File: config.mk
export PLATFORM = sky130hd
export DESIGN_NAME = adcc_main_control
export DESIGN_NICKNAME = d
export VERILOG_FILES = /design/src/pkg/adcc_pkg.sv /design/src/design/adcc_main_control.sv /design/src/design/adcc_tick_counter.sv
export SDC_FILE = /design/constraint.sdc
export NUM_CORES = 1
export LEC_CHECK = 0
export BUFFER_PORTS_ARGS = -buffer_cell sky130_fd_sc_hd__buf_2
export CORE_MARGIN = 2
export CORE_UTILIZATION = 40
export CTS_CLUSTER_DIAMETER = 200
export CTS_CLUSTER_SIZE = 24
export DETAILED_ROUTE_END_ITERATION = 8
export HOLD_SLACK_MARGIN = 0.05
export PLACE_DENSITY = 0.7
export SYNTH_ARGS = -nofsm -noshare
export SYNTH_HDL_FRONTEND = slang
export SYNTH_SLANG_ARGS = --single-unit
File: constraint.sdc
create_clock -name clock_i -period 2.83 [get_ports clock_i]
set_clock_uncertainty 0.1 [all_clocks]
set_input_delay 0.4245 -clock clock_i [delete_from_list [all_inputs] [get_ports clock_i]]
set_output_delay 0.4245 -clock clock_i [all_outputs]
set_load 0.02 [all_outputs]
File: src/pkg/adcc_pkg.sv
// Constants, types and field layout of the converter main control block.
// Assumes a single 40 MHz clock and same-domain tick inputs.
`default_nettype none
package adcc_pkg;

    // ----------------------------------------------------------------
    // Register map and fields
    // ----------------------------------------------------------------
    localparam logic [11:0] ADCC_CTRL_OFFSET  = 12'h000;
    localparam logic [7:0]  ADCC_CTRL_RESET   = 8'h80;
    localparam int          ADCC_PD_BIT       = 7;
    localparam int          ADCC_DIRECT_BIT   = 6;
    localparam int          ADCC_WAIT_LSB     = 2;
    localparam int          ADCC_SOP_BIT      = 1;
    localparam int          ADCC_EXTCAL_BIT   = 0;
    localparam logic [7:0]  ADCC_WRITE_MASK   = 8'hCF;

    // ----------------------------------------------------------------
    // Timing counts
    // ----------------------------------------------------------------
    localparam logic [3:0]  ADCC_CONV_LAST    = 4'hF;    // 16 ticks per conversion
    localparam logic [3:0]  ADCC_WAIT_0       = 4'h0;    // Capture after 16
    localparam logic [3:0]  ADCC_WAIT_2       = 4'h2;    // Capture after 18
    localparam logic [3:0]  ADCC_WAIT_4       = 4'h4;    // Capture after 20
    localparam logic [9:0]  ADCC_CAL_SHORT_8K = 10'h060; // 96
    localparam logic [9:0]  ADCC_CAL_SHORT_11 = 10'h080; // 128
    localparam logic [9:0]  ADCC_CAL_LONG_8K  = 10'h180; // 384
    localparam logic [9:0]  ADCC_CAL_LONG_11  = 10'h200; // 512

    // ----------------------------------------------------------------
    // Control register image
    // ----------------------------------------------------------------
    typedef struct packed {
        logic       converter_power_down;
        logic       direct_access_select;
        logic [1:0] reserved;
        logic [1:0] wait_sel;
        logic       self_power_off;
        logic       extended_calibration;
    } adcc_ctrl_type;

endpackage
`default_nettype wire
File: src/design/adcc_main_control.sv
// Converter main control register and the logic it steers.
// Assumes operation and sample ticks are one-cycle pulses of clock_i.
`timescale 1ns/100ps
`default_nettype none
module adcc_main_control
    import adcc_pkg::*;
(
    input  wire logic       clock_i,           // 40 MHz system clock
    input  wire logic       resetn_i,          // Async reset, active low
    input  wire logic       ctrl_wr_i,         // Control register write strobe
    input  wire logic [7:0] ctrl_wdata_i,      // Write data
    output logic      [7:0] ctrl_rdata_o,      // Control register read value
    input  wire logic       op_tick_i,         // Operation clock tick
    input  wire logic       sample_tick_i,     // Sample rate clock tick
    input  wire logic       sample_rate_sel_i, // 0: 8 kHz, 1: 11 kHz
    input  wire logic       func_enabled_i,    // Any converter function on
    output logic            conv_clk_en_o,     // Gated converter clock enable
    output logic            conv_start_o,      // Conversion start pulse
    output logic            capture_o,         // Result capture pulse
    output logic            direct_mode_o,     // Interface bypassed
    output logic            cal_busy_o,        // Self-calibration running
    output logic            stop_strobe_o      // Converter power-down strobe
);

    // ----------------------------------------------------------------
    // Control register
    // ----------------------------------------------------------------
    adcc_ctrl_type ctrl_ff;
    adcc_ctrl_type nxt_ctrl;

    // Register write with reserved bits forced low
    always_comb begin
        nxt_ctrl = ctrl_ff;
        if (ctrl_wr_i) begin
            nxt_ctrl = adcc_ctrl_type'(ctrl_wdata_i & ADCC_WRITE_MASK);
        end
    end

    always_ff @(posedge clock_i or negedge resetn_i) begin
        if (!resetn_i) begin
            ctrl_ff <= adcc_ctrl_type'(ADCC_CTRL_RESET);
        end else begin
            ctrl_ff <= nxt_ctrl;
        end
    end

    assign ctrl_rdata_o  = ctrl_ff;
    assign direct_mode_o = ctrl_ff.direct_access_select;

    // ----------------------------------------------------------------
    // Clock gating and calibration
    // ----------------------------------------------------------------
    logic       pd;
    logic [9:0] cal_limit;
    logic [9:0] cal_count;
    logic       cal_done;

    assign pd            = ctrl_ff.converter_power_down;
    assign conv_clk_en_o = op_tick_i && !pd;

    // Calibration length select
    always_comb begin
        unique case ({ctrl_ff.extended_calibration, sample_rate_sel_i})
            2'b00: cal_limit = ADCC_CAL_SHORT_8K;
            2'b01: cal_limit = ADCC_CAL_SHORT_11;
            2'b10: cal_limit = ADCC_CAL_LONG_8K;
            2'b11: cal_limit = ADCC_CAL_LONG_11;
        endcase
    end

    // Calibration restarts whenever the converter is powered down
    adcc_tick_counter #(.W(10)) u_cal_cnt (
        .clock_i  (clock_i),
        .resetn_i (resetn_i),
        .clear_i  (pd),
        .step_i   (sample_tick_i),
        .wrap_i   (1'b0),
        .limit_i  (cal_limit),
        .count_o  (cal_count),
        .done_o   (cal_done)
    );

    assign cal_busy_o = !pd && !cal_done;

    // ----------------------------------------------------------------
    // Conversion phase and capture
    // ----------------------------------------------------------------
    logic [3:0] phase;
    logic [3:0] wait_off;
    logic       first_ff;
    logic       nxt_first;

    adcc_tick_counter #(.W(4)) u_phase_cnt (
        .clock_i  (clock_i),
        .resetn_i (resetn_i),
        .clear_i  (pd),
        .step_i   (op_tick_i),
        .wrap_i   (1'b1),
        .limit_i  (ADCC_CONV_LAST),
        .count_o  (phase),
        .done_o   ()
    );

    // Wait field decode
    always_comb begin
        unique case (ctrl_ff.wait_sel)
            2'b00: wait_off = ADCC_WAIT_0;
            2'b01: wait_off = ADCC_WAIT_2;
            2'b10: wait_off = ADCC_WAIT_4;
            2'b11: wait_off = ADCC_WAIT_4;
        endcase
    end

    // First full conversion seen since power-up
    always_comb begin
        nxt_first = first_ff;
        if (pd) begin
            nxt_first = 1'b0;
        end else if (op_tick_i && (phase == ADCC_CONV_LAST)) begin
            nxt_first = 1'b1;
        end
    end

    always_ff @(posedge clock_i or negedge resetn_i) begin
        if (!resetn_i) begin
            first_ff <= 1'b0;
        end else begin
            first_ff <= nxt_first;
        end
    end

    // Start every 16 ticks, capture wait_off ticks after completion
    assign conv_start_o = conv_clk_en_o && (phase == 4'h0);
    assign capture_o    = conv_clk_en_o && first_ff && (phase == wait_off)
                          && !ctrl_ff.direct_access_select && !cal_busy_o;

    // ----------------------------------------------------------------
    // Self power-off strobe
    // ----------------------------------------------------------------
    logic idle_req;
    logic idle_ff;
    logic stop_ff;
    logic nxt_stop;

    assign idle_req = ctrl_ff.self_power_off && !func_enabled_i && !pd;

    always_comb begin
        nxt_stop = idle_req && !idle_ff;
    end

    always_ff @(posedge clock_i or negedge resetn_i) begin
        if (!resetn_i) begin
            idle_ff <= 1'b0;
            stop_ff <= 1'b0;
        end else begin
            idle_ff <= idle_req;
            stop_ff <= nxt_stop;
        end
    end

    assign stop_strobe_o = stop_ff;
endmodule
`default_nettype wire

File: src/design/adcc_tick_counter.sv
// Step counter with limit, optional wrap, synchronous clear.
// Assumes step and clear come from the same clock domain.
`timescale 1ns/100ps
`default_nettype none
module adcc_tick_counter #(
    parameter int W = 10
) (
    input  wire logic         clock_i,   // System clock
    input  wire logic         resetn_i,  // Async reset, active low
    input  wire logic         clear_i,   // Return count to zero
    input  wire logic         step_i,    // Count one tick
    input  wire logic         wrap_i,    // Wrap at limit instead of hold
    input  wire logic [W-1:0] limit_i,   // Terminal count
    output logic      [W-1:0] count_o,   // Current count
    output logic              done_o     // Count at or past limit
);

    logic [W-1:0] count_ff;
    logic [W-1:0] nxt_count;

    if (W < 2) begin : g_chk
        $error("adcc_tick_counter: W too small");
    end

    // Next count
    always_comb begin
        nxt_count = count_ff;
        if (clear_i) begin
            nxt_count = '0;
        end else if (step_i && (count_ff < limit_i)) begin
            nxt_count = count_ff + W'(1);
        end else if (step_i && wrap_i) begin
            nxt_count = '0;
        end
    end

    // Count register
    always_ff @(posedge clock_i or negedge resetn_i) begin
        if (!resetn_i) begin
            count_ff <= '0;
        end else begin
            count_ff <= nxt_count;
        end
    end

    assign count_o = count_ff;
    assign done_o  = (count_ff >= limit_i);

endmodule
`default_nettype wire

==> results.md <==
Outcome:
- The flow ran to the end, and the final reports show no timing, DRC or antenna violations.

Timing:
- The worst hold-check slack is 0.1690 ns.
- Based on the critical path, the design can be clocked at up to 0.3741 GHz.
- The total count of hold-check failures in the final report is 0.
- The transition time of the tightest slew-check pin is 0.5089 ns.
- The portion of the clock cycle consumed by the worst path in the final layout is 94.46%.
- In the final timing run, aggregate negative setup slack is 0 ns.
- Measured against its own limit, the worst slew margin works out to 66.07%.
- The time the final worst path needs with I/O delays and setup is 2.673 ns.
- Setup repair after global routing left no endpoint under its margin.
- The final setup violation count is 0.
- The final-report max-slew violation count came to 0.

GRT:
- The all-layer global routing usage is 15.13%.
- The number of global-route vias before repair was 1147.
- The initial antenna violation count is 0.
- Summed over all layers, the global routing overflow is 0.
- Entering global routing, the biggest net connects 24 pins.
- The wire length of the first global-routing pass is 4995 um.

Synth:
- Synthesis inferred 23 register bits.
- The warning count from the yosys run is 0.
- The primary flip-flop cell chosen by synthesis mapping is sky130_fd_sc_hd__dfrtp_1.
- The sequential cell area fraction in the yosys report is 40.30%.
- The average instance in the mapped netlist occupies 9.804 sq um.
- The cell count after synthesis came out at 146.
- Yosys mapped the design onto 38 distinct sky130hd cell types.
- In this run, synthesis inferred 0 flip-flops with an integrated enable.
- The mapped netlist covers 1431 sq um.
- Counting flops with an async set or reset pin after synthesis yields a share of 100.0%.

Layout:
- For this run, the number of standard cells in the final layout without fillers is 214.
- The number of filler instances in the final layout is 319.
- The final core utilization is 47.84%.
- The layout-stage area growth over the synthesis result is 13.29%.
- The repair_antennas step left the layout with diodes totalling 0.
- The total non-filler cell area in the finished layout is 1622 sq um.
- In the layout the commonest cells are sky130_fd_sc_hd__buf_2 (23), sky130_fd_sc_hd__dfrtp_1 (22), sky130_fd_sc_hd__a21oi_1 (14).
- Cells with a size suffix above 1 make up 27.98% of the layout.
- The commonest non-fill, non-tap cell in the layout is sky130_fd_sc_hd__buf_2.
- The final-stage net count is 196.

Worst setup path:
- The critical path's most frequent cell is sky130_fd_sc_hd__inv_1.
- STA classifies the critical path endpoint as an output pin.
- The worst path arrival time is 2.15 ns.
- The slowest stage cell on the critical path is sky130_fd_sc_hd__dfrtp_1.
- Setup slack on the worst reg-to-reg path comes out at 0.45 ns.
- The worst setup path is launched from a flop.
- The critical path starts at ctrl_rdata_o[0]$_DFFE_PN0P_.
- The capture point of the critical path is capture_o.
- The critical path class is reg2out.
- For the worst flop-to-flop path, the logic depth is 9.
- STA puts the critical path data required time at 2.31 ns.
- In this design, the stage delay of the slowest critical-path cell is 0.36 ns.
- The capture instance of the worst register-to-register path is u_cal_cnt.count_o[4]$_DFFE_PN0P_.
- The signal on the critical path passes through inv_1 -> ha_2 -> inv_1 -> ha_1 -> nand4_4 -> inv_1 -> a211oi_2 -> nor2_1 -> buf_4.
- Of all nets on the critical path, the largest fanout is 5.
- In this run the critical register-to-register path is launched from ctrl_rdata_o[0]$_DFFE_PN0P_.

Routing:
- Dividing the detail-routed via count by the number of cells gives 5.229.
- The first-pass iteration count of the detailed router is 4.
- The number of design-rule violations left by the first detailed-router iteration is 37.
- The overall routed net length is 2748 um.
- In the routed design, unresolved DRC markers number 0.
- The count of nets left with antenna violations once routing finished came out at 0.
- The total via count after detailed routing is 1119.
- In the final routed layout, each cell accounts on average for 12.84 um.

Power:
- VDD sags by at most 0.2708 mV.
- The power per standard cell area is 406.2 nW/um^2.
- The analysis attributes to cell leakage a power of 0.0007199 uW.

Placement:
- After detailed placement, the design holds a cell count of 208.
- The placed wire-length estimate is 2081 um.
- The placement-stage cell area is 1560 sq um.
- The final weighted congestion in routability-driven placement is 0.8298.
- The number of I/O port buffers is 24.

Clocking:
- The tree built by TritonCTS fans out to 23 sinks.
- The tree is rooted in a sky130_fd_sc_hd__clkbuf_4.
- At the later pin of the worst-skew pair, clock insertion delay measures 0.30 ns.
- CTS built an H-tree with a depth of 1.
- The buffer depth of the longest clock path is 2.
- Buffers inserted during clock tree synthesis total 3.
- TritonCTS built the clock tree.
- The clock-pin slew reported for the worst setup and hold paths after clock tree synthesis is 0.12 ns.

Floorplan:
- The region available for standard cell placement spans 3390 sq um.
- The number of ports placed on the die boundary is 29.
- The x dimension of the die is 63.82 um.
- The full die area is 4073 sq um.
- The starting density of the core is 42.23%.
- The number of rows in the core area is 21.
- The die is 63.82 um tall.

Worst hold path:
- The path class of the tightest hold or removal check is in2reg.

Run:
- The count of max-cap constraint violations is 0.
==> area by class of cell <==
cell class	count	area, sq um	share of cell area, %
Sequential cell	23	576.8	35.57
Timing Repair Buffer	27	147.6	9.105
Clock buffer	4	26.28	1.620
Tap cell	46	57.56	3.549
Multi-Input combinational cell	101	764.5	47.14
Inverter	13	48.80	3.009
==> routing by layer <==
metal	vias to the layer above	GRT usage [%]	routed length [um]
li1	564	-	-
met1	528	19.35	1247
met2	25	26.43	1400
met3	2	2.641	91
met4	0	3.533	9
met5	-	0	0
==> worst max-delay path, delay by kind of cell, from the launching register on <==
family,cells,cell delay (ns)
DFF,1,0.36
AOI/OAI and AO/OA,1,0.30
adders and majority gates,2,0.62
buffers and inverters,4,0.32
and+or+nand+nor,2,0.24
==> Yosys cell counts, types with 3 or more instances <==
| cell | count | area share [%] |
|---|---|---|
| sky130_fd_sc_hd__mux2_2 | 6 | 4.7 |
| sky130_fd_sc_hd__nor2_1 | 4 | 1.0 |
| sky130_fd_sc_hd__o31ai_1 | 6 | 3.1 |
| sky130_fd_sc_hd__clkbuf_1 | 3 | 0.79 |
| sky130_fd_sc_hd__inv_1 | 13 | 3.4 |
| sky130_fd_sc_hd__buf_4 | 5 | 2.6 |
| sky130_fd_sc_hd__or4_1 | 7 | 3.7 |
| sky130_fd_sc_hd__dfrtp_1 | 22 | 38 |
| sky130_fd_sc_hd__a21oi_1 | 14 | 4.9 |
| sky130_fd_sc_hd__ha_1 | 12 | 10 |
| sky130_fd_sc_hd__nand3_1 | 5 | 1.7 |
| sky130_fd_sc_hd__nand2_1 | 9 | 2.4 |
| sky130_fd_sc_hd__o21ai_0 | 8 | 2.8 |
==> report_power, final <==
group | switching [uW] | leakage (uW) | total [uW] | internal (uW)
clock network | 93.1 | 0.0000150 | 148 | 54.9
logic | 82.6 | 0.000402 | 139 | 56.5
registers | 24.7 | 0.000303 | 372 | 347
==> through the flow <==
| step | setup WS (ns) | total power [uW] |
|---|---|---|
| after CTS | 0.03112 | 662.9 |
| after detailed placement | 0.2209 | 511.5 |
| after floorplan | 0.2047 | 471.0 |
| final | 0.1569 | 658.7 |
| after global routing | 0.007402 | 704.6 |
| after global placement | 0.2448 | 504.3 |
==> state kept, by name (all words and copies together), names as in the netlist <==
register and flops:
u_cal_cnt.count_o 10, ctrl_rdata_o 4, u_phase_cnt.count_o 4, direct_mode_o 1, first_ff 1, idle_ff 1
pd 1, stop_strobe_o 1
==> worst min path at each step <==
stage                      start                     endpoint  slack, ns  depth (start not counted)
2_1_floorplan           resetn_i  ctrl_rdata_o[0]$_DFFE_PN0P_       0.03                          0
3_3_place_gp   idle_ff$_DFF_PN0_      stop_strobe_o$_DFF_PN0_       0.28                          1
3_5_place_dp   idle_ff$_DFF_PN0_      stop_strobe_o$_DFF_PN0_       0.29                          1
4_1_cts           func_enabled_i            idle_ff$_DFF_PN0_       0.16                          2
5_1_grt           func_enabled_i            idle_ff$_DFF_PN0_       0.16                          2
6_report          func_enabled_i            idle_ff$_DFF_PN0_       0.17                          2
==> repair_timing <==
action / CTS / global route
cloned: 0 / 0
pin swaps: 0 / 3
gates resized for setup: 0 / 5
setup buffers: 1 / 0
hold endpoints to repair: 22 / 0
endpoints found under the setup margin: 1 / 1
hold buffers: 1 / 0
==> logic make-up (layout without fill, tap and decap cells) <==
kind of cell,count (synthesis),in the layout,synth area share [%]
compound gates,38,38,17.57
xor+xnor,1,1,0.6120
fa+ha+maj,12,12,10.49
buf+inv,23,44,7.955
flops,23,23,40.30
mux,6,6,4.720
other cells,1,2,0.2620
simple gates,42,42,18.09
No activity file was read; power rests on OpenSTA's default activity.
